[config.mk]
export PLATFORM = sky130hd
export DESIGN_NAME = ssrc_top
export DESIGN_NICKNAME = d
export VERILOG_FILES = /design/src/logic/ssrc_pkg.sv /design/src/logic/ssrc_top.sv
export SDC_FILE = /design/constraint.sdc
export NUM_CORES = 1
export LEC_CHECK = 0
export ABC_AREA = 1
export CAP_MARGIN = 0
export CORE_ASPECT_RATIO = 0.6
export CORE_MARGIN = 5
export CORE_UTILIZATION = 55
export CTS_CLUSTER_SIZE = 14
export DETAILED_ROUTE_END_ITERATION = 7
export DONT_BUFFER_PORTS = 1
export HOLD_SLACK_MARGIN = 0.03
export PLACE_DENSITY = 0.7
export REMOVE_ABC_BUFFERS = 1
export SETUP_SLACK_MARGIN = 0.3
export SYNTH_ARGS = -nofsm -noshare
export SYNTH_HDL_FRONTEND = slang
export SYNTH_SLANG_ARGS = --single-unit
[constraint.sdc]
create_clock -name aclk -period 5.4 [get_ports aclk]
set_clock_uncertainty 0.15 [all_clocks]
set_input_delay 0.81 -clock aclk [delete_from_list [all_inputs] [get_ports aclk]]
set_output_delay 0.81 -clock aclk [all_outputs]
set_load 0.03 [all_outputs]
[src/logic/ssrc_pkg.sv]
// constants for the switch strap and reset control block
package ssrc_pkg;
    // register byte offsets
    localparam logic [7:0] SSRC_SWCTL_OFS = 8'h00;
    localparam logic [7:0] SSRC_STATUS_OFS = 8'h04;
    localparam logic [7:0] SSRC_UP_LSTS_OFS = 8'h08;
    localparam logic [7:0] SSRC_DN_LSTS_OFS = 8'h0c;
    localparam logic [7:0] SSRC_WAKE_OFS = 8'h1c;
    localparam logic [7:0] SSRC_BUSCFG_OFS = 8'h20;
    localparam int SSRC_DN_PORTS = 4;
    // field positions
    localparam int SSRC_HOLD_BIT = 0;
    localparam int SSRC_SCLK_BIT = 12;
    localparam int SSRC_WAKE_DIR_BIT = 0;
    localparam int SSRC_WAKE_ASSERT_BIT = 1;
    localparam int SSRC_WAKE_SENSE_BIT = 2;
    // switch mode encodings
    localparam logic [2:0] SSRC_MODE_NORMAL = 3'h0;
    localparam logic [2:0] SSRC_MODE_EEPROM = 3'h1;
    // fixed parts of the serial eeprom bus address
    localparam logic [1:0] SSRC_EEP_ADDR_HI = 2'h2;
    localparam logic SSRC_EEP_ADDR_B0 = 1'b0;
    // reset values
    localparam logic [31:0] SSRC_WAKE_RST = 32'h0000_0000;
    // timing
    localparam int SSRC_CLK_PERIOD_NS = 25;
    localparam int SSRC_BUS_FAST_PERIOD_NS = 2500;
    localparam int SSRC_BUS_SLOW_PERIOD_NS = 10000;
    localparam int SSRC_RST_PROC_NS = 1000;
    localparam logic [8:0] SSRC_BUS_FAST_CYC = 9'(SSRC_BUS_FAST_PERIOD_NS / SSRC_CLK_PERIOD_NS);
    localparam logic [8:0] SSRC_BUS_SLOW_CYC = 9'(SSRC_BUS_SLOW_PERIOD_NS / SSRC_CLK_PERIOD_NS);
    localparam logic [7:0] SSRC_RST_PROC_CYC =
        8'((SSRC_RST_PROC_NS + SSRC_CLK_PERIOD_NS - 1) / SSRC_CLK_PERIOD_NS);
    // axi responses
    localparam logic [1:0] SSRC_RESP_OKAY = 2'h0;
    localparam logic [1:0] SSRC_RESP_SLVERR = 2'h2;
    // sequencer states
    typedef enum logic [2:0] {
        SSRC_ST_FUND_RST = 3'b000,
        SSRC_ST_RST_PROC = 3'b001,
        SSRC_ST_EEP_LOAD = 3'b010,
        SSRC_ST_HOLD = 3'b011,
        SSRC_ST_RUN = 3'b100
    } ssrc_state_e;
endpackage

[src/logic/ssrc_top.sv]
// strap capture, reset sequencing, wake pin and aux power control with axi4-lite registers
//
// Our own choices: the placing of the registers and the AXI4-Lite slave port.
`timescale 1ns/10ps
// Functional notes
// - downstream common-clock strap seeds every downstream slot clock bit; writable.
// - upstream common-clock strap seeds upstream slot clock bit; stays software writable.
// - slow strap gives master bus 100 kHz, otherwise 400 kHz.
// - no register write can change the master bus rate.
// - fundamental reset low resets internal logic and starts link fundamental reset.
// - hold strap at reset: finish reset procedure, stay in reset, buses stay active.
// - bus master clearing the hold bit releases the held reset into normal operation.
// - mode 0 normal, mode 1 eeprom load first, other codes reserved.
// - wake direction bit chooses whether the wake pin is sensed or driven.
// - while aux power disable is active the aux supply is not used.
// - eeprom load uses the bus address from the four eeprom address straps.
module ssrc_top
    import ssrc_pkg::*;
(
    input wire logic aclk,
    input wire logic aresetn,
    input wire logic [7:0] s_axi_awaddr,
    input wire logic [2:0] s_axi_awprot,
    input wire logic s_axi_awvalid,
    output logic s_axi_awready,
    input wire logic [31:0] s_axi_wdata,
    input wire logic [3:0] s_axi_wstrb,
    input wire logic s_axi_wvalid,
    output logic s_axi_wready,
    output logic [1:0] s_axi_bresp,
    output logic s_axi_bvalid,
    input wire logic s_axi_bready,
    input wire logic [7:0] s_axi_araddr,
    input wire logic [2:0] s_axi_arprot,
    input wire logic s_axi_arvalid,
    output logic s_axi_arready,
    output logic [31:0] s_axi_rdata,
    output logic [1:0] s_axi_rresp,
    output logic s_axi_rvalid,
    input wire logic s_axi_rready,
    input wire logic fundamental_reset_n,
    input wire logic reset_hold_strap,
    input wire logic master_bus_slow_strap,
    input wire logic common_clock_down_strap,
    input wire logic common_clock_up_strap,
    input wire logic [2:0] switch_mode_strap,
    input wire logic [3:0] eeprom_addr_strap,
    input wire logic aux_power_disable_n,
    input wire logic wake_pin_n_i,
    output logic wake_pin_n_o,
    output logic wake_pin_n_oe,
    input wire logic eeprom_load_done,
    output logic core_reset_n,
    output logic link_fund_reset,
    output logic mgmt_bus_enable,
    output logic eeprom_load_start,
    output logic [6:0] eeprom_bus_addr,
    output logic master_bus_tick,
    output logic master_bus_slow,
    output logic aux_power_enable,
    output logic mode_reserved
);
    localparam int NSYNC = 14;
    // pin synchronisers: bit order matches the concatenation below
    logic [NSYNC-1:0] pins_raw, sync1_q, sync2_q, sync3_q, pins_q;
    logic fund_n_s, aux_dis_n_s, wake_n_s, hold_s, slow_s, ccd_s, ccu_s;
    logic [2:0] mode_s;
    logic [3:0] eaddr_s;
    // latched straps
    logic hold_strap_q, slow_strap_q;
    logic [2:0] mode_q;
    logic [3:0] eaddr_q;
    ssrc_state_e state_q;
    logic [7:0] proc_cnt_q;
    logic [8:0] div_cnt_q;
    // registers
    logic hold_bit_q, up_sclk_q;
    logic [SSRC_DN_PORTS-1:0] dn_sclk_q;
    logic [31:0] wake_ctl_q;
    // bus slave
    logic aw_full_q, w_full_q, do_write, wr_hit, rd_hit;
    logic [7:0] aw_addr_q;
    logic [31:0] w_data_q, rd_data;
    logic [3:0] w_strb_q;
    // byte-lane merge of one bit at position pos
    function automatic logic wr_bit(input logic old_v, input logic [31:0] data,
                                    input logic [3:0] strb, input int pos);
        wr_bit = strb[pos/8] ? data[pos] : old_v;
    endfunction
    // index of a downstream link status register, or -1
    function automatic int dn_index(input logic [7:0] addr);
        dn_index = -1;
        for (int i = 0; i < SSRC_DN_PORTS; i++) begin
            if (addr == 8'(SSRC_DN_LSTS_OFS + 8'(4 * i))) begin
                dn_index = i;
            end
        end
    endfunction
    function automatic logic addr_mapped(input logic [7:0] addr);
        addr_mapped = (addr == SSRC_SWCTL_OFS) || (addr == SSRC_STATUS_OFS) ||
                      (addr == SSRC_UP_LSTS_OFS) || (addr == SSRC_WAKE_OFS) ||
                      (addr == SSRC_BUSCFG_OFS) || (dn_index(addr) >= 0);
    endfunction
    assign pins_raw = {fundamental_reset_n, aux_power_disable_n, wake_pin_n_i,
                       reset_hold_strap, master_bus_slow_strap, common_clock_down_strap,
                       common_clock_up_strap, switch_mode_strap, eeprom_addr_strap};
    assign {fund_n_s, aux_dis_n_s, wake_n_s, hold_s, slow_s, ccd_s, ccu_s, mode_s,
            eaddr_s} = pins_q;
    always_ff @(posedge aclk) begin
        sync1_q <= pins_raw;
        sync2_q <= sync1_q;
        sync3_q <= sync2_q;
    end
    always_ff @(posedge aclk) begin
        if (!aresetn) begin
            pins_q <= '0;
        end else begin
            for (int i = 0; i < NSYNC; i++) begin
                if (sync2_q[i] == sync3_q[i]) begin
                    pins_q[i] <= sync3_q[i];
                end
            end
        end
    end
    // straps follow the pins only while fundamental reset is asserted
    always_ff @(posedge aclk) begin
        if (!aresetn) begin
            hold_strap_q <= 1'b0;
            slow_strap_q <= 1'b0;
            mode_q <= SSRC_MODE_NORMAL;
            eaddr_q <= 4'h0;
        end else if (!fund_n_s) begin
            hold_strap_q <= hold_s;
            slow_strap_q <= slow_s;
            mode_q <= mode_s;
            eaddr_q <= eaddr_s;
        end
    end
    // reset sequencer
    always_ff @(posedge aclk) begin
        if (!aresetn) begin
            state_q <= SSRC_ST_FUND_RST;
            proc_cnt_q <= 8'h00;
        end else if (!fund_n_s) begin
            state_q <= SSRC_ST_FUND_RST;
            proc_cnt_q <= 8'h00;
        end else begin
            unique case (state_q)
                SSRC_ST_FUND_RST: begin
                    state_q <= SSRC_ST_RST_PROC;
                    proc_cnt_q <= 8'h00;
                end
                SSRC_ST_RST_PROC: begin
                    proc_cnt_q <= proc_cnt_q + 8'h01;
                    if (proc_cnt_q == SSRC_RST_PROC_CYC - 8'h01) begin
                        if (mode_q == SSRC_MODE_EEPROM) begin
                            state_q <= SSRC_ST_EEP_LOAD;
                        end else if (hold_bit_q) begin
                            state_q <= SSRC_ST_HOLD;
                        end else begin
                            state_q <= SSRC_ST_RUN;
                        end
                    end
                end
                SSRC_ST_EEP_LOAD: begin
                    if (eeprom_load_done) begin
                        state_q <= hold_bit_q ? SSRC_ST_HOLD : SSRC_ST_RUN;
                    end
                end
                SSRC_ST_HOLD: begin
                    if (!hold_bit_q) begin
                        state_q <= SSRC_ST_RUN;
                    end
                end
                SSRC_ST_RUN: state_q <= SSRC_ST_RUN;
                default: begin
                    state_q <= SSRC_ST_FUND_RST;
                end
            endcase
        end
    end
    // core stays in reset through the hold state; links reset only until the procedure starts
    always_ff @(posedge aclk) begin
        if (!aresetn) begin
            core_reset_n <= 1'b0;
            link_fund_reset <= 1'b1;
            mgmt_bus_enable <= 1'b0;
            eeprom_load_start <= 1'b0;
        end else begin
            core_reset_n <= (state_q == SSRC_ST_RUN) && fund_n_s;
            link_fund_reset <= !fund_n_s || (state_q == SSRC_ST_FUND_RST);
            mgmt_bus_enable <= fund_n_s && (state_q != SSRC_ST_FUND_RST);
            eeprom_load_start <= fund_n_s && (state_q == SSRC_ST_RST_PROC) &&
                                 (proc_cnt_q == SSRC_RST_PROC_CYC - 8'h01) &&
                                 (mode_q == SSRC_MODE_EEPROM);
        end
    end
    always_ff @(posedge aclk) begin
        if (!aresetn) begin
            mode_reserved <= 1'b0;
            eeprom_bus_addr <= 7'h00;
        end else begin
            mode_reserved <= (mode_q != SSRC_MODE_NORMAL) &&
                             (mode_q != SSRC_MODE_EEPROM);
            eeprom_bus_addr <= {SSRC_EEP_ADDR_HI, eaddr_q, SSRC_EEP_ADDR_B0};
        end
    end
    // bus rate divider; rate comes only from the latched strap, no register feeds it
    always_ff @(posedge aclk) begin
        if (!aresetn) begin
            div_cnt_q <= 9'h000;
            master_bus_tick <= 1'b0;
            master_bus_slow <= 1'b0;
        end else begin
            master_bus_slow <= slow_strap_q;
            if (div_cnt_q >= (slow_strap_q ? SSRC_BUS_SLOW_CYC : SSRC_BUS_FAST_CYC) - 9'h001) begin
                div_cnt_q <= 9'h000;
                master_bus_tick <= 1'b1;
            end else begin
                div_cnt_q <= div_cnt_q + 9'h001;
                master_bus_tick <= 1'b0;
            end
        end
    end
    // aux power and wake pin; open drain so only ever drives low
    always_ff @(posedge aclk) begin
        if (!aresetn) begin
            aux_power_enable <= 1'b0;
            wake_pin_n_o <= 1'b0;
            wake_pin_n_oe <= 1'b0;
        end else begin
            aux_power_enable <= aux_dis_n_s;
            wake_pin_n_o <= 1'b0;
            wake_pin_n_oe <= wake_ctl_q[SSRC_WAKE_DIR_BIT] &&
                             wake_ctl_q[SSRC_WAKE_ASSERT_BIT];
        end
    end
    // axi write channels, taken in either order
    assign do_write = aw_full_q && w_full_q && !s_axi_bvalid;
    assign wr_hit = addr_mapped(aw_addr_q);

    always_ff @(posedge aclk) begin
        if (!aresetn) begin
            aw_full_q <= 1'b0;
            w_full_q <= 1'b0;
            aw_addr_q <= 8'h00;
            w_data_q <= 32'h0000_0000;
            w_strb_q <= 4'h0;
            s_axi_awready <= 1'b0;
            s_axi_wready <= 1'b0;
            s_axi_bvalid <= 1'b0;
            s_axi_bresp <= SSRC_RESP_OKAY;
        end else begin
            s_axi_awready <= !aw_full_q && !(s_axi_awvalid && s_axi_awready);
            s_axi_wready <= !w_full_q && !(s_axi_wvalid && s_axi_wready);
            if (s_axi_awvalid && s_axi_awready) begin
                aw_full_q <= 1'b1;
                aw_addr_q <= {s_axi_awaddr[7:2], 2'b00};
            end
            if (s_axi_wvalid && s_axi_wready) begin
                w_full_q <= 1'b1;
                w_data_q <= s_axi_wdata;
                w_strb_q <= s_axi_wstrb;
            end
            if (do_write) begin
                aw_full_q <= 1'b0;
                w_full_q <= 1'b0;
                s_axi_bvalid <= 1'b1;
                s_axi_bresp <= wr_hit ? SSRC_RESP_OKAY : SSRC_RESP_SLVERR;
            end else if (s_axi_bvalid && s_axi_bready) begin
                s_axi_bvalid <= 1'b0;
            end
        end
    end
    // switch control hold bit: seeded from the strap during fundamental reset
    always_ff @(posedge aclk) begin
        if (!aresetn) begin
            hold_bit_q <= 1'b0;
        end else if (!fund_n_s) begin
            hold_bit_q <= hold_s;
        end else if (do_write && aw_addr_q == SSRC_SWCTL_OFS) begin
            hold_bit_q <= wr_bit(hold_bit_q, w_data_q, w_strb_q, SSRC_HOLD_BIT);
        end
    end
    // slot clock bits reload from straps on every fundamental reset
    always_ff @(posedge aclk) begin
        if (!aresetn) begin
            up_sclk_q <= 1'b0;
            dn_sclk_q <= '0;
        end else if (!fund_n_s) begin
            up_sclk_q <= ccu_s;
            dn_sclk_q <= {SSRC_DN_PORTS{ccd_s}};
        end else if (do_write) begin
            if (aw_addr_q == SSRC_UP_LSTS_OFS) begin
                up_sclk_q <= wr_bit(up_sclk_q, w_data_q, w_strb_q, SSRC_SCLK_BIT);
            end
            for (int i = 0; i < SSRC_DN_PORTS; i++) begin
                if (dn_index(aw_addr_q) == i) begin
                    dn_sclk_q[i] <= wr_bit(dn_sclk_q[i], w_data_q, w_strb_q,
                                           SSRC_SCLK_BIT);
                end
            end
        end
    end
    always_ff @(posedge aclk) begin
        if (!aresetn) begin
            wake_ctl_q <= SSRC_WAKE_RST;
        end else if (do_write && aw_addr_q == SSRC_WAKE_OFS) begin
            for (int b = SSRC_WAKE_DIR_BIT; b <= SSRC_WAKE_ASSERT_BIT; b++) begin
                wake_ctl_q[b] <= wr_bit(wake_ctl_q[b], w_data_q, w_strb_q, b);
            end
        end
    end
    always_comb begin
        rd_data = 32'h0000_0000;
        rd_hit = addr_mapped({s_axi_araddr[7:2], 2'b00});
        unique case ({s_axi_araddr[7:2], 2'b00})
            SSRC_SWCTL_OFS: rd_data[SSRC_HOLD_BIT] = hold_bit_q;
            SSRC_STATUS_OFS: rd_data[9:0] = {!fund_n_s, !aux_dis_n_s, slow_strap_q,
                                             mode_reserved, mode_q, state_q};
            SSRC_UP_LSTS_OFS: rd_data[SSRC_SCLK_BIT] = up_sclk_q;
            SSRC_WAKE_OFS: begin
                rd_data[1:0] = wake_ctl_q[1:0];
                rd_data[SSRC_WAKE_SENSE_BIT] = !wake_n_s;
            end
            SSRC_BUSCFG_OFS: rd_data[7:0] = {slow_strap_q, eeprom_bus_addr};
            default: begin
                for (int i = 0; i < SSRC_DN_PORTS; i++) begin
                    if (dn_index({s_axi_araddr[7:2], 2'b00}) == i) begin
                        rd_data[SSRC_SCLK_BIT] = dn_sclk_q[i];
                    end
                end
            end
        endcase
    end
    // read channel: one outstanding read, answer one cycle after the address is taken
    always_ff @(posedge aclk) begin
        if (!aresetn) begin
            s_axi_arready <= 1'b0;
            s_axi_rvalid <= 1'b0;
            s_axi_rdata <= 32'h0000_0000;
            s_axi_rresp <= SSRC_RESP_OKAY;
        end else begin
            s_axi_arready <= !s_axi_rvalid && !(s_axi_arvalid && s_axi_arready);
            if (s_axi_arvalid && s_axi_arready) begin
                s_axi_rvalid <= 1'b1;
                s_axi_rdata <= rd_hit ? rd_data : 32'h0000_0000;
                s_axi_rresp <= rd_hit ? SSRC_RESP_OKAY : SSRC_RESP_SLVERR;
            end else if (s_axi_rvalid && s_axi_rready) begin
                s_axi_rvalid <= 1'b0;
            end
        end
    end
endmodule // ssrc_top
# == After elaboration in Yosys (flattened, before gate mapping) ==
# Index checks and enable logic that the tools add are counted.
# word_totals
register_bits,172
wordCells,230
# classes
n_mux,51
eq_ne,55
order_cmp,3
reduce_logical,63
bitwise_logic,1
addsub,3
# ops
op,n
2-to-1 mux 32 bit,12
equality test 32 x 3 -> 1 bit (second input constant),4
equality test 32 x 2 -> 1 bit (second input constant),2
greater-or-equal comparator 32 x 1 -> 1 bit (second input constant),2
logical NOT 32 bit,2
equality test 6 x 3 -> 1 bit (second input constant),8
equality test 6 x 2 -> 1 bit (second input constant),4
2-to-1 mux 1 bit,20
logical AND 1 bit,19
!= test 2 x 1 -> 1 bit (second input constant),9
AND reduction 3 bit,6
one-hot mux 8 bit (2 select lines),1
2-to-1 mux 3 bit,5
one-hot mux 3 bit (5 select lines),1
equality test 1 bit,14
2-to-1 mux 13 bit,1
equality test 6 x 1 -> 1 bit (second input constant),2
equality test 6 x 4 -> 1 bit (second input constant),2
logical OR 1 bit,11
logical NOT 1 bit,10
one-hot mux 5 bit (2 select lines),1
adder 9 x 1 -> 9 bit (second input constant),1
greater-or-equal comparator 9 bit,1
2-to-1 mux 9 bit,1
24 further kinds,37

# == Logic depth before layout (Yosys ltp) ==
# logic_depth
ltp_word,13
mapped_depth,11
ltp_nobuf,11

# == Worst setup path before layout ==
# No wires, ideal clock.
# synth_timing
path_kind,input to register
from,in s_axi_araddr[7]
to,reg s_axi_rdata[12]
n_path_buf,0
path_slack_ns,3.664
cell_stages,8
t_arrival_ns,1.472
setup_time_ns,0.114
path_cell_list,nor2_4 > nand3_2 > nand3_1 > nand3_1 > nand2_1 > nand2_1 > nand4_1 > nand2_1
# synth_via
elab_chain_cells,13
elab_cells_between_ends,31
cone_classes,order compare: 1; eq/ne: 11; mux: 11; reduce/logical: 8
# synth_rtl
item,line,source
start: declaration,ssrc_top.sv:33,"input wire logic [7:0] s_axi_araddr,"
equality test 6 x 2 -> 1 bit,ssrc_top.sv:94,if (addr == 8'(SSRC_DN_LSTS_OFS + 8'(4 * i))) begin
2-to-1 mux 32 bit (4 in a row),ssrc_top.sv:94,
2-to-1 mux 32 bit,ssrc_top.sv:317,"unique case ({s_axi_araddr[7:2], 2'b00})"
logical NOT 32 bit,ssrc_top.sv:329,"if (dn_index({s_axi_araddr[7:2], 2'b00}) == i) begin"
2-to-1 mux 1 bit (4 in a row),ssrc_top.sv:329,
one-hot mux 1 bit (2 select lines),ssrc_top.sv:317,
2-to-1 mux 13 bit *,ssrc_top.sv:347,s_axi_rdata <= rd_hit ? rd_data : 32'h0000_0000;
end signal: assignment,ssrc_top.sv:347,
end: declaration,ssrc_top.sv:37,"output logic [31:0] s_axi_rdata,"
# Every way passes the cells marked *; elsewhere a longest branch is shown, timed or not. The select of a mux whose other input is x is not followed.
# A chain may end at the register's enable or synchronous reset.

# == Worst setup path in the final report ==
# layout_timing
from,reg slow_strap_q
to,reg div_cnt_q[3]
# layout_via
elab_chain_cells,4
# layout_rtl
item,line,source
start: declaration,ssrc_top.sv:70,"logic hold_strap_q, slow_strap_q;"
start signal: assignment,ssrc_top.sv:134,slow_strap_q <= slow_s;
2-to-1 mux 9 bit,ssrc_top.sv:216,if (div_cnt_q >= (slow_strap_q ? SSRC_BUS_SLOW_CYC : SSRC_BUS_FAST_CYC) - 9'h001) begin
subtractor 9 x 1 -> 9 bit,ssrc_top.sv:216,
greater-or-equal comparator 9 bit,ssrc_top.sv:216,
OR reduction 2 bit (no source line),-,
end signal: assignment,ssrc_top.sv:220,div_cnt_q <= div_cnt_q + 9'h001;
end: declaration,ssrc_top.sv:75,logic [8:0] div_cnt_q;
# Every way passes these cells.

==> flow_summary.ini <==
[critical_path]
critical_path_class = reg -> reg
start_kind = register
arrival_ns = 2.17
path_max_fanout = 9
crit_required_ns = 5.55
cp-end-kind = register

[logic_synthesis]
synth-seq-cells = 137
synth_top_area_share_pct = 52.9
synth_area_sq_um = 5180
yosysSeqAreaShare_pct = 52.9
ys.flop_type = dfxtp_1
synth_edf_count = 0
syn_inst = 603
synth_top_area_cell = dfxtp_1
synth_fa_ha_area_share_pct = 1.93
yosysWarnings = 0
synth-simple-area-share_pct = 22.2
synth_cell_types = 47
synth_top_family_by_area = simple AND/OR/NAND/NOR gates
ys_top_cells_by_count = dfxtp_1 (137), nand2_1 (88), nor2_1 (61)
synth-compound-area-share_pct = 12.4
synth-async-reset-ratio_pct = 0
synthMuxAreaShare_pct = 0
synthXorXnorAreaFrac_pct = 1.01
synth_most_common_cell = dfxtp_1
synth_area_leaders = dfxtp_1 (53%), nand2_1 (6.4%), nor2_1 (4.4%), buf_4 (4.1%), o21ai_0 (4.0%)
syn_area_per_cell_sq_um = 8.59

[route]
vias_per_cell = 5.28
wl_per_cell_um = 15.1
first_iter_violations = 433
wl_um = 11400
vias = 3985
drc = 0
ant_nets = 0
drt_first_pass_iters = 8

[placed_design]
hpwl_um = 8060
io_buffer_count = 0
place_congestion = 0.901

[global_routing]
grt_max_degree = 51
grt-ovfl-total = 0
grt_pass1_vias = 3710
track_usage_pct = 20.4
antenna_found_initial = 0
grt_pass1_wl_um = 18400

[power]
peakVddDrop_mv = 0.310
cellPowerDensity_nw_per_um2 = 401
report.power.total_mw = 2.31
p_leak_nw = 2.42

[timing]
fmax_ghz = 0.497
maxSlewViolCount = 0
setup_viol = 0
hold_violations = 0
rsz0062_at_grt = false
worst_pin_slew_ns = 0.579
slew_headroom_pct = 61.3
fin_crit_sh_pct = 37.3
min_period_ns = 2.01
tns_ns = 0

[cells_and_area]
fin_util_pct = 62.7
antennaDiodeCount = 0
layout-drive-gt1-share_pct = 13.3
area_growth_syn_to_layout_pct = 11.2
layout.nets = 700

[clock_tree]
cts-root-buf = clkbuf_16
max-clock-path-buffers = 2
cts_tree = built
cts_buffers = 17
clkTransAtPathRegs_ns = 0.06
clock_sinks = 137
postCtsSetupBuffers = 0
htreeDepth = 4
cts_resized = 0
clk_latency_ns = 0.42
hold_buffers = 0

[status]
outcome = finished clean

[floorplanning]
die_w_um = 135
rows = 27
die_h_um = 85.2
dieArea_sq_um = 11500
coreArea_sq_um = 9190
num_io_pins = 138
initial_core_util_pct = 56.4

[hold_path]
hold_path.class = reg -> reg

[flow_run]
maxCapViolations = 0
## state kept, by name, summed over array words and instances, names as in the netlist, 5 cells and up
register         cells
pins_q              14
sync1_q             14
sync2_q             14
sync3_q             14
s_axi_rdata         11
div_cnt_q            9
proc_cnt_q           8
aw_addr_q            6
eeprom_bus_addr      5
## worst paths after layout
check,start,to,slack [ns],cells after the start
worst min register to register,sync1_q[9]$_DFF_P_,sync2_q[9]$_DFF_P_,0.18,0
worst max-delay path,slow_strap_q$_SDFFE_PN0N_,div_cnt_q[3]$_SDFF_PP0_,3.39,9
worst min-delay path,sync1_q[9]$_DFF_P_,sync2_q[9]$_DFF_P_,0.18,0
worst max register to register,slow_strap_q$_SDFFE_PN0N_,div_cnt_q[3]$_SDFF_PP0_,3.39,9
## area by class of cell
type	count	area [sq um]
Clock inverter	14	136
Sequential cell	137	2740
Clock buffer	18	429
Multi-Input combinational cell	390	2040
Fill cell	770	3430
Tap cell	130	163
Inverter	66	250
## stage by stage
| stage | instance area (sq um) | std cells | hold slack [ns] | worst slack, ns |
|---|---|---|---|---|
| 2_1_floorplan | 5030 | 593 | 0.160 | 3.66 |
| 3_3_place_gp | 5200 | 723 | 0.162 | 3.41 |
| 3_5_place_dp | 5200 | 723 | 0.162 | 3.37 |
| 4_1_cts | 5760 | 755 | 0.179 | 3.41 |
| 5_1_grt | 5760 | 755 | 0.187 | 3.26 |
| 6_report | 5760 | 755 | 0.178 | 3.39 |
## logic make-up (layout without fill, tap and decap cells)
logic type / Yosys count / count (layout)
other: 1 / 26
adders and majority gates: 8 / 8
DFF: 137 / 137
xor gates and xnor gates: 6 / 6
buffers and inverters: 101 / 98
and+or+nand+nor: 237 / 237
AOI/OAI and AO/OA: 113 / 113
## placed cells by master, fill, tap and decap left out, types with 4 or more instances in the layout
| cell | n |
|---|---|
| nor3_1 | 13 |
| nand4_1 | 8 |
| clkbuf_16 | 17 |
| o21ai_1 | 10 |
| inv_6 | 5 |
| nand2_1 | 88 |
| nor2_1 | 61 |
| o22ai_1 | 5 |
| inv_1 | 50 |
| nand2_2 | 4 |
| ha_1 | 8 |
| a22o_1 | 5 |
| conb_1 | 26 |
| inv_2 | 12 |
| nand3_1 | 26 |
| o21ai_0 | 41 |
| dfxtp_1 | 137 |
| nor2_2 | 18 |
| a21oi_1 | 39 |
## metal layers
layer  vias up  GRT usage (%)  share of wire, %
li1       1956              -                 -
met1      1835           26.7                46
met2       168           29.9                42
met3        26           9.00                10
met4         0           7.23               2.1
met5         -              0                 0
## critical path: stages (launching register included)
cell	delay (ns)
dfxtp_1	0.39
inv_1	0.15
ha_1	0.35
nand2_1	0.08
nor3_1	0.26
nand2_1	0.10
nand2_1	0.07
clkinv_1	0.11
nand4_4	0.18
nor2_2	0.05
## power by group
group          switching (mW)  internal [mW]
clock                   0.457          0.643
combinational          0.0872         0.0323
sequential             0.0394           1.05
total                   0.584           1.73
Note: power is estimated with default switching activity, not from simulation.
